[config.mk]
export PLATFORM = sky130hd
export DESIGN_NAME = fast_swap_alert_regs
export DESIGN_NICKNAME = d
export VERILOG_FILES = /design/src/verilog/fast_swap_pkg.sv /design/src/verilog/pin_sync.sv /design/src/verilog/fast_swap_alert_regs.sv
export SDC_FILE = /design/constraint.sdc
export NUM_CORES = 1
export LEC_CHECK = 0
export BUFFER_PORTS_ARGS = -buffer_cell sky130_fd_sc_hd__buf_2
export CAP_MARGIN = 20
export CORE_ASPECT_RATIO = 1.4
export CORE_MARGIN = 5
export CORE_UTILIZATION = 55
export CTS_CLUSTER_SIZE = 24
export DETAILED_ROUTE_END_ITERATION = 10
export PLACE_DENSITY = 0.78
export SETUP_SLACK_MARGIN = 0.4
export SYNTH_ARGS = -nofsm -noshare
export SYNTH_HDL_FRONTEND = slang
export SYNTH_SLANG_ARGS = --single-unit
[constraint.sdc]
create_clock -name i_mclk -period 2.29 [get_ports i_mclk]
set_input_delay 0.1145 -clock i_mclk [delete_from_list [all_inputs] [get_ports i_mclk]]
set_output_delay 0.1145 -clock i_mclk [all_outputs]
set_load 0.005 [all_outputs]
[src/verilog/fast_swap_pkg.sv]
package fast_swap_pkg;

    // Register offsets
    localparam logic [7:0] ADDR_SRC_CTRL   = 8'hb1;
    localparam logic [7:0] ADDR_SNK_CTRL   = 8'hb2;
    localparam logic [7:0] ADDR_ALERT_FLAG = 8'hb3;
    localparam logic [7:0] ADDR_ALERT_EN   = 8'hb4;

    // Field positions
    localparam int SWAP_START_BIT  = 0;
    localparam int HOST_SINK_BIT   = 1;
    localparam int DELAY_SEL_LSB   = 2;
    localparam int DELAY_SEL_MSB   = 3;
    localparam int DETECT_ARM_BIT  = 0;
    localparam int FLAG_SWAP_RX    = 0;
    localparam int FLAG_SWAP_TX    = 1;
    localparam int FLAG_OTP        = 2;
    localparam int FLAG_SUPPLY     = 3;
    localparam int FLAG_INPUT1     = 4;
    localparam int FLAG_INPUT2     = 5;
    localparam int FLAG_DISCHARGE  = 6;
    localparam int NUM_FLAGS       = 7;

    // Reset values
    localparam logic [7:0] SRC_CTRL_RESET  = 8'h00;
    localparam logic [0:0] SNK_CTRL_RESET  = 1'h0;
    localparam logic [6:0] FLAGS_RESET     = 7'h00;
    localparam logic [6:0] ENABLES_RESET   = 7'h7f;

    // Delay selection codes
    localparam logic [1:0] DELAY_NONE = 2'h0;
    localparam logic [1:0] DELAY_ONE  = 2'h1;
    localparam logic [1:0] DELAY_TWO  = 2'h2;

    // Timing
    localparam int CLK_MHZ      = 100;
    localparam int DELAY_ONE_US = 150;
    localparam int DELAY_TWO_US = 300;
    localparam int DELAY_THR_US = 600;
    localparam int DELAY_ONE_CYC = DELAY_ONE_US * CLK_MHZ;
    localparam int DELAY_TWO_CYC = DELAY_TWO_US * CLK_MHZ;
    localparam int DELAY_THR_CYC = DELAY_THR_US * CLK_MHZ;
    localparam int CNT_W         = 16;

    typedef enum logic [2:0] {
        ST_IDLE     = 3'b001,
        ST_WAIT_SIG = 3'b010,
        ST_COUNT    = 3'b100
    } gate_state_t;

    typedef struct packed {
        logic       wr;
        logic       rd;
        logic [7:0] addr;
        logic [7:0] wdata;
    } reg_req_t;

    typedef struct packed {
        logic discharge_done;
        logic swap_rx;
        logic swap_tx_done;
        logic vbus_disconnect;
    } swap_evt_t;

endpackage : fast_swap_pkg

[src/verilog/pin_sync.sv]
`timescale 1ns/1ps
module pin_sync (
    input  wire logic i_mclk,
    input  wire logic i_rst,
    input  wire logic i_pin,
    output logic      o_level,
    output logic      o_rise,
    output logic      o_fall
);
    logic meta_q;
    logic sync_q;
    logic prev_q;

    always_ff @(posedge i_mclk or posedge i_rst) begin
        if (i_rst) begin
            meta_q <= 1'b0;
            sync_q <= 1'b0;
            prev_q <= 1'b0;
        end else begin
            meta_q <= i_pin;
            sync_q <= meta_q;
            prev_q <= sync_q;
        end
    end

    assign o_level = sync_q;
    assign o_rise  = sync_q & ~prev_q;
    assign o_fall  = ~sync_q & prev_q;
endmodule : pin_sync

[src/verilog/fast_swap_alert_regs.sv]
//////////////////////////////////////////////////////////////////////////////
//////////////////////////////////////////////////////////////////////////////
`timescale 1ns/1ps
module fast_swap_alert_regs
    import fast_swap_pkg::*;
#(
    parameter int unsigned DLY_ONE_CYC = DELAY_ONE_CYC,
    parameter int unsigned DLY_TWO_CYC = DELAY_TWO_CYC,
    parameter int unsigned DLY_THR_CYC = DELAY_THR_CYC
) (
    input  wire logic      i_mclk,
    input  wire logic      i_rst,
    input  wire reg_req_t  i_reg_req,
    input  wire swap_evt_t i_evt,
    input  wire logic      i_input1,
    input  wire logic      i_input2,
    input  wire logic      i_supply_det,
    input  wire logic      i_otp_det,
    input  wire logic      i_pin_swap_function,
    input  wire logic      i_out2_level,
    input  wire logic      i_out2_en,
    input  wire logic      i_in2_monitor,
    output logic [7:0]     o_reg_rdata,
    output logic           o_swap_tx_start,
    output logic           o_swap_detect_en,
    output logic           o_sink_gate_en,
    output logic           o_alert,
    output logic           o_gpio2_out,
    output logic           o_gpio2_oe_n
);

    function automatic logic wr_hit(input reg_req_t req, input logic [7:0] addr);
        wr_hit = req.wr && (req.addr == addr);
    endfunction : wr_hit

    function automatic logic [CNT_W-1:0] delay_cycles(input logic [1:0] sel);
        case (sel)
            DELAY_ONE: delay_cycles = CNT_W'(DLY_ONE_CYC - 1);
            DELAY_TWO: delay_cycles = CNT_W'(DLY_TWO_CYC - 1);
            default:   delay_cycles = CNT_W'(DLY_THR_CYC - 1);
        endcase
    endfunction : delay_cycles

    //////////////////////////////////////////////////////////////////////////
    // Pin synchronisers
    logic [3:0] pin_raw;
    logic [3:0] pin_lvl;
    logic [3:0] pin_rise;
    logic [3:0] pin_fall;

    assign pin_raw = {i_otp_det, i_supply_det, i_input2, i_input1};

    generate
        for (genvar g = 0; g < 4; g++) begin : g_sync
            pin_sync u_sync (
                .i_mclk  (i_mclk),
                .i_rst   (i_rst),
                .i_pin   (pin_raw[g]),
                .o_level (pin_lvl[g]),
                .o_rise  (pin_rise[g]),
                .o_fall  (pin_fall[g])
            );
        end
    endgenerate

    //////////////////////////////////////////////////////////////////////////
    // Swap start and detect arm
    logic       swap_start_cmd;
    logic       gpio_go;
    logic       swap_begin;
    logic       swap_start_q;
    logic [2:0] src_cfg_q;
    logic [2:0] src_cfg_now;
    logic       arm_q;
    logic       arm_wr;
    logic       rx_seen;

    assign swap_start_cmd = wr_hit(i_reg_req, ADDR_SRC_CTRL)
                          & i_reg_req.wdata[SWAP_START_BIT];
    assign gpio_go = i_pin_swap_function & ~i_out2_en & i_in2_monitor & pin_fall[1];
    assign swap_begin = swap_start_cmd | gpio_go;
    assign src_cfg_now = wr_hit(i_reg_req, ADDR_SRC_CTRL)
                       ? i_reg_req.wdata[DELAY_SEL_MSB:HOST_SINK_BIT] : src_cfg_q;
    assign arm_wr = wr_hit(i_reg_req, ADDR_SNK_CTRL) & i_reg_req.wdata[DETECT_ARM_BIT];
    assign rx_seen = arm_q & i_evt.swap_rx;

    always_ff @(posedge i_mclk or posedge i_rst) begin
        if (i_rst) begin
            swap_start_q    <= 1'b0;
            src_cfg_q       <= SRC_CTRL_RESET[DELAY_SEL_MSB:HOST_SINK_BIT];
            o_swap_tx_start <= 1'b0;
        end else begin
            swap_start_q    <= swap_start_cmd;
            src_cfg_q       <= src_cfg_now;
            o_swap_tx_start <= swap_begin;
        end
    end

    always_ff @(posedge i_mclk or posedge i_rst) begin
        if (i_rst) begin
            arm_q            <= SNK_CTRL_RESET[0];
            o_swap_detect_en <= SNK_CTRL_RESET[0];
        end else begin
            arm_q            <= arm_wr | (arm_q & ~rx_seen);
            o_swap_detect_en <= arm_wr | (arm_q & ~rx_seen);
        end
    end

    //////////////////////////////////////////////////////////////////////////
    // Sink gate sequencing
    gate_state_t      state_q;
    logic [CNT_W-1:0] cnt_q;
    logic             host_sink;
    logic [1:0]       delay_sel;

    assign host_sink = src_cfg_now[0];
    assign delay_sel = src_cfg_now[2:1];

    always_ff @(posedge i_mclk or posedge i_rst) begin
        if (i_rst) begin
            state_q        <= ST_IDLE;
            cnt_q          <= '0;
            o_sink_gate_en <= 1'b0;
        end else if (swap_begin) begin
            cnt_q <= delay_cycles(delay_sel);
            if (host_sink) begin
                state_q        <= ST_IDLE;
                o_sink_gate_en <= 1'b0;
            end else if (delay_sel == DELAY_NONE) begin
                state_q        <= ST_IDLE;
                o_sink_gate_en <= 1'b1;
            end else begin
                state_q        <= ST_WAIT_SIG;
                o_sink_gate_en <= 1'b0;
            end
        end else begin
            case (state_q)
                ST_IDLE: begin
                    state_q <= ST_IDLE;
                end
                ST_WAIT_SIG: begin
                    if (i_evt.swap_tx_done) begin
                        state_q <= ST_COUNT;
                    end
                end
                ST_COUNT: begin
                    if (cnt_q == '0) begin
                        state_q        <= ST_IDLE;
                        o_sink_gate_en <= 1'b1;
                    end else begin
                        cnt_q <= cnt_q - 1'b1;
                    end
                end
                default: begin
                    state_q <= ST_IDLE;
                end
            endcase
        end
    end

    //////////////////////////////////////////////////////////////////////////
    // Alert flags and enables
    logic [6:0] flags_q;
    logic [6:0] mask_q;
    logic [6:0] flag_set;
    logic [6:0] flag_clr;

    always_comb begin
        flag_set                 = '0;
        flag_set[FLAG_DISCHARGE] = i_evt.discharge_done;
        flag_set[FLAG_INPUT2]    = pin_rise[1] | pin_fall[1];
        flag_set[FLAG_INPUT1]    = pin_rise[0] | pin_fall[0];
        flag_set[FLAG_SUPPLY]    = pin_rise[2] | pin_fall[2];
        flag_set[FLAG_OTP]       = pin_rise[3];
        flag_set[FLAG_SWAP_TX]   = gpio_go;
        flag_set[FLAG_SWAP_RX]   = rx_seen;
    end

    assign flag_clr = wr_hit(i_reg_req, ADDR_ALERT_FLAG) ? i_reg_req.wdata[6:0] : '0;

    always_ff @(posedge i_mclk or posedge i_rst) begin
        if (i_rst) begin
            flags_q <= FLAGS_RESET;
        end else begin
            flags_q <= (flags_q & ~flag_clr) | flag_set;
        end
    end

    always_ff @(posedge i_mclk or posedge i_rst) begin
        if (i_rst) begin
            mask_q <= ENABLES_RESET;
        end else if (wr_hit(i_reg_req, ADDR_ALERT_EN)) begin
            mask_q <= i_reg_req.wdata[6:0];
        end
    end

    always_ff @(posedge i_mclk or posedge i_rst) begin
        if (i_rst) begin
            o_alert <= 1'b0;
        end else begin
            o_alert <= |(flags_q & mask_q);
        end
    end

    //////////////////////////////////////////////////////////////////////////
    // Pin two output
    logic sink_fn;
    logic disc_low_q;
    logic disc_low_d;

    assign sink_fn    = i_pin_swap_function & i_out2_en;
    assign disc_low_d = sink_fn & i_out2_level & (disc_low_q | i_evt.vbus_disconnect);

    always_ff @(posedge i_mclk or posedge i_rst) begin
        if (i_rst) begin
            disc_low_q   <= 1'b0;
            o_gpio2_out  <= 1'b0;
            o_gpio2_oe_n <= 1'b1;
        end else begin
            disc_low_q   <= disc_low_d;
            o_gpio2_out  <= i_out2_level & ~disc_low_d;
            o_gpio2_oe_n <= ~i_out2_en;
        end
    end

    //////////////////////////////////////////////////////////////////////////
    // Register read
    logic [7:0] rd_val;

    always_comb begin
        case (i_reg_req.addr)
            ADDR_SRC_CTRL:   rd_val = {4'h0, src_cfg_q, swap_start_q};
            ADDR_SNK_CTRL:   rd_val = {7'h00, arm_q};
            ADDR_ALERT_FLAG: rd_val = {1'b0, flags_q};
            ADDR_ALERT_EN:   rd_val = {1'b0, mask_q};
            default:         rd_val = 8'h00;
        endcase
    end

    always_ff @(posedge i_mclk or posedge i_rst) begin
        if (i_rst) begin
            o_reg_rdata <= 8'h00;
        end else if (i_reg_req.rd) begin
            o_reg_rdata <= rd_val;
        end
    end

    //////////////////////////////////////////////////////////////////////////
    // Checks
    start_self_clear_a: assert property (@(posedge i_mclk) disable iff (i_rst)
        swap_start_cmd |=> (swap_start_q && o_swap_tx_start)
            ##1 (!swap_start_q || $past(swap_start_cmd)))
        else $error("swap start bit did not pulse and clear");
    start_zero_write_a: assert property (@(posedge i_mclk) disable iff (i_rst)
        (wr_hit(i_reg_req, ADDR_SRC_CTRL) && !i_reg_req.wdata[0] && !gpio_go) |=> !o_swap_tx_start)
        else $error("writing zero started a swap");
    gate_now_a: assert property (@(posedge i_mclk) disable iff (i_rst)
        (swap_begin && !host_sink && delay_sel == DELAY_NONE) |=> o_sink_gate_en)
        else $error("sink gate not enabled at swap start");
    gate_manual_a: assert property (@(posedge i_mclk) disable iff (i_rst)
        (swap_begin && host_sink) |=> !o_sink_gate_en [*4])
        else $error("sink gate enabled under host control");
    gate_waits_a: assert property (@(posedge i_mclk) disable iff (i_rst)
        (state_q == ST_WAIT_SIG && !i_evt.swap_tx_done && !swap_begin) |=> !o_sink_gate_en)
        else $error("sink gate enabled before signalling done");
    gate_expiry_a: assert property (@(posedge i_mclk) disable iff (i_rst)
        (state_q == ST_COUNT && cnt_q == '0 && !swap_begin)
            |=> o_sink_gate_en && state_q == ST_IDLE)
        else $error("sink gate not enabled at delay expiry");
    arm_clear_a: assert property (@(posedge i_mclk) disable iff (i_rst)
        (rx_seen && !arm_wr) |=> !o_swap_detect_en && flags_q[FLAG_SWAP_RX])
        else $error("detect arm not cleared on detection");
    flag_hold_a: assert property (@(posedge i_mclk) disable iff (i_rst)
        ##1 ((flags_q & ~$past(flag_clr)) & $past(flags_q)) == ($past(flags_q) & ~$past(flag_clr)))
        else $error("alert flag lost without a clear");
    flag_clear_a: assert property (@(posedge i_mclk) disable iff (i_rst)
        (flag_clr != '0 && flag_set == '0) |=> (flags_q & $past(flag_clr)) == '0)
        else $error("alert flag not cleared by write of one");
    otp_flag_a: assert property (@(posedge i_mclk) disable iff (i_rst)
        $rose(pin_lvl[3]) |-> ##1 flags_q[FLAG_OTP])
        else $error("over-temperature flag not set");
    swap_sent_a: assert property (@(posedge i_mclk) disable iff (i_rst)
        gpio_go |=> o_swap_tx_start && flags_q[FLAG_SWAP_TX])
        else $error("pin-driven swap not sent and flagged");
    alert_req_a: assert property (@(posedge i_mclk) disable iff (i_rst)
        ((flags_q & mask_q) != '0) |=> o_alert)
        else $error("alert request missing for unmasked flag");
    alert_drop_a: assert property (@(posedge i_mclk) disable iff (i_rst)
        ((flags_q & mask_q) == '0) |=> !o_alert)
        else $error("alert request with no unmasked flag");
    disc_low_a: assert property (@(posedge i_mclk) disable iff (i_rst)
        (sink_fn && i_out2_level && i_evt.vbus_disconnect) |=> !o_gpio2_out && !o_gpio2_oe_n)
        else $error("pin two not driven low on disconnect");

endmodule : fast_swap_alert_regs

==> impl_metrics.csv <==
group,metric,value,unit
synth,synthTopCellsByArea,"dfrtp_1 45%, dfstp_2 7.9%, mux2_2 3.0%",
pwr,switching_share,0.234,
pwr,p_leak,1.59,nW
timing,worst_pin_slew,0.590,ns
pwr,p_sw,0.615,mW
placement,portBuffers,43,
grt,antenna_found_initial,0,
cts,insertion_delay,0.35,ns
synth,avgSynthCellArea,11.0,µm²
floorplan,core,0.00524,mm²
worst_setup_path,r2r-start,"cnt_q[7]$_DFFE_PP0P_",
timing,final-hold-violation-count,0,
placement,post-place-ws,0.177,ns
synth,ys_types,57,
worst_setup_path,reg2reg_to,"cnt_q[13]$_DFFE_PP0P_",
final_layout,synthToLayoutAreaGrowth,25.8,%
timing,maxSlewHeadroom,0.606,
timing,max_clock_freq,0.521,GHz
detailed_routing,drt_first_pass_iters,7,
synth,synth_edf_count,0,
cts,clock_tree.root_cell,"clkbuf_8",
timing,period_needed,1.92,ns
worst_setup_path,worstPathArrival,2.15,ns
worst_hold_path,hp-start,"i_reg_req[5]",
floorplan,fp.dieW,72.2,µm
grt,grt_max_degree,38,
detailed_routing,wl,6860,µm
run,maxCapViolations,0,
worst_setup_path,ff2ff_setup_slack,0.37,ns
synth,yosysTopAreaCellShare,0.453,
synth,synth_area,0.00298,mm²
detailed_routing,ant_nets,0,
timing,finalMaxSlewViolations,0,
synth,synth-seq-cells,63,
final_layout,fillers,384,
floorplan,num_rows,31,
timing,setup_ws,0.370,ns
final_layout,antennaDiodeCount,0,
pwr,pwr-share-clk,0.447,
grt,grt_pass1_vias,2466,
detailed_routing,avgRoutedWirePerCell,16.7,µm
timing,clock_skew,0.0139,ns
timing,final-setup-viol-count,0,
detailed_routing,dr_total_vias,2442,
run_status,outcome,"finished clean",
synth,ys_warn_count,0,
final_layout,drive_above_1_share,0.328,
placement,placed_cell_area,0.00331,mm²
timing,setup_tns,0,ns
synth,synth_xor_area_frac,0.00587,
floorplan,dieHeight,97.1,µm
detailed_routing,drc_errors,0,
worst_setup_path,endpoint_kind,"flip-flop",
worst_setup_path,slowest_delay,0.44,ns
synth,synth_seq_area_share,0.532,
synth,synthAdderAreaFrac,0.0294,
detailed_routing,avgViaCountPerCell,5.96,
timing,timing.hold.ws,0.0391,ns
timing,rsz0062_at_grt,"true",
cts,cts_inserted_buffers,9,
synth,synth_top_family_by_area,"simple AND/OR/NAND/NOR gates",
final_layout,stdcell_area,0.00375,mm²
synth,yosys_most_used_dff,"dfrtp_1",
grt,grt_pass1_wl,11500,µm
worst_setup_path,crit_path_max_fanout,5,
pwr,p_comb_frac,0.079,
worst_setup_path,critPathKind,"flip-flop to flip-flop",
synth,syn-num-nets,311,
worst_setup_path,r2r_cells,4,
cts,cts_max_level,3,
detailed_routing,first_iter_violations,152,
worst_setup_path,critical_path.cell_chain,"nor4_4 > nand4_1 > nor4_1 > mux2_2",
placement,dpl.hpwl,4800,µm
synth,synth-simple-area-share,0.180,
floorplan,start_util,0.570,
cts,path_clk_slew,0.08,ns
cts,cts_num_sinks,63,
grt,grt_usage,0.207,
timing,fin_crit_sh,0.839,
pwr,p_int,2.02,mW
floorplan,die-area,0.00702,mm²
worst_hold_path,min_path_cells,2,
pwr,p_seq_frac,0.475,
synth,synth_area_leader_cell,"dfrtp_1",
floorplan,io_pins,46,
worst_hold_path,min_path_type,"input pin to flip-flop",
pwr,power_density,701,mW/mm²
worst_setup_path,cp-start-kind,"flip-flop",
grt,gr-total-overflow,0,
worst_setup_path,cp_data_required_time,2.52,ns
cts,clock_path_buffers,2,
final_layout,most-common-layout-cells,"54 x dfrtp_1, 43 x buf_2, 15 x inv_1, 14 x buf_4, 13 x a31oi_1",
worst_hold_path,min_to,"mask_q[5]$_DFFE_PP1P_",
final_layout,final_util,0.717,
final_layout,final_common_cell,"dfrtp_1",
synth,synth_compound_area_frac,0.159,
worst_setup_path,crit_path_top_delay_cell,"nor4_4",
final_layout,nets,378,
synth,syn_inst,272,
pwr,vdd_drop_max,0.416,mV
placement,place.gp.congestion,0.853,
synth,muxShareOfSynthArea,0.0503,
cts,tritoncts,"yes",
synth,async_flop_share,1.00,
[cell families after synthesis]
logic type,Yosys count
mux,14
other cells,1
compound gates,70
flops,63
xor+xnor,2
buf+inv,31
fa+ha+maj,7
simple gates,84
[power by group through the flow]
stage                     Combinational [mW]  Sequential (mW)  Clock (mW)
final                                  0.207             1.25        1.18
after global routing                   0.235             1.26        1.24
after CTS                              0.207             1.25        1.20
after detailed placement               0.190             1.27           0
after global placement                 0.184             1.26           0
after floorplan                        0.116             1.25           0
[critical path, delay by kind of cell (launching register included)]
| kind | cells | cell delay (ns) |
|---|---|---|
| DFF | 1 | 0.42 |
| and+or+nand+nor | 3 | 1.01 |
| muxes | 1 | 0.38 |
[routing by layer]
layer,GRT usage,vias to the layer above,wire length [µm]
met5,0,-,0
met4,0.129,0,259
met3,0.0414,25,311
met2,0.341,67,3570
met1,0.241,1201,2710
li1,-,1149,-
[cell usage after synthesis (6+ instances only)]
master / number
mux2i_1: 6
nor2_1: 8
nand3_1: 6
ha_1: 7
dfrtp_1: 54
o21ai_0: 9
nand4_1: 8
inv_1: 18
clkbuf_1: 8
mux2_2: 8
nand2_1: 11
a22oi_1: 6
a21oi_1: 10
dfstp_2: 9
o22ai_1: 7
a31oi_1: 13
[sequential cells by signal, summed over array words and instances (netlist names)]
register	count
g_sync.u_sync.o_level	4
cnt_q	16
state_q	3
swap_start_q	1
arm_q	1
o_gpio2_out	1
o_alert	1
flags_q	7
g_sync.u_sync.meta_q	4
disc_low_q	1
g_sync.u_sync.prev_q	4
o_reg_rdata	7
o_swap_tx_start	1
src_cfg_q	3
o_gpio2_oe_n	1
o_sink_gate_en	1
mask_q	7
[per-stage QoR]
stage / power [mW] / instances
after floorplan: 1.37 / 272
after global placement: 1.45 / 377
after detailed placement: 1.46 / 377
after CTS: 2.65 / 404
after global routing: 2.74 / 410
final: 2.63 / 410
[worst max path at each step]
stage	startpoint	to	slack, ns	cells after the start
after floorplan	i_reg_req[9]	cnt_q[14]$_DFFE_PP0P_	0.39	9
after CTS	cnt_q[11]$_DFFE_PP0P_	cnt_q[13]$_DFFE_PP0P_	0.39	4
after global placement	i_reg_req[14]	cnt_q[3]$_DFFE_PP0P_	0.30	8
after detailed placement	i_reg_req[14]	cnt_q[14]$_DFFE_PP0P_	0.18	8
final	cnt_q[7]$_DFFE_PP0P_	cnt_q[13]$_DFFE_PP0P_	0.37	4
after global routing	cnt_q[7]$_DFFE_PP0P_	cnt_q[13]$_DFFE_PP0P_	0.29	4
[area by class of cell]
class,instances,area (µm²),area share
clock inverter,7,120,0.0320
clock buffer,9,124,0.0330
inverter,18,67.6,0.0180
sequential,63,1590,0.423
tap,66,82.6,0.0220
timing repair buffer,69,450,0.120
multi-input combinational,178,1320,0.352
[what timing repair did]
action                                  4_1_cts  5_1_grt
hold buffers                                 11        0
endpoints found under the setup margin       10       16
pin swaps                                     0        5
hold endpoints to repair                     31        0
setup buffers                                 0        6
gates resized for setup                       3       11
Note: power is estimated with default switching activity, not from simulation.
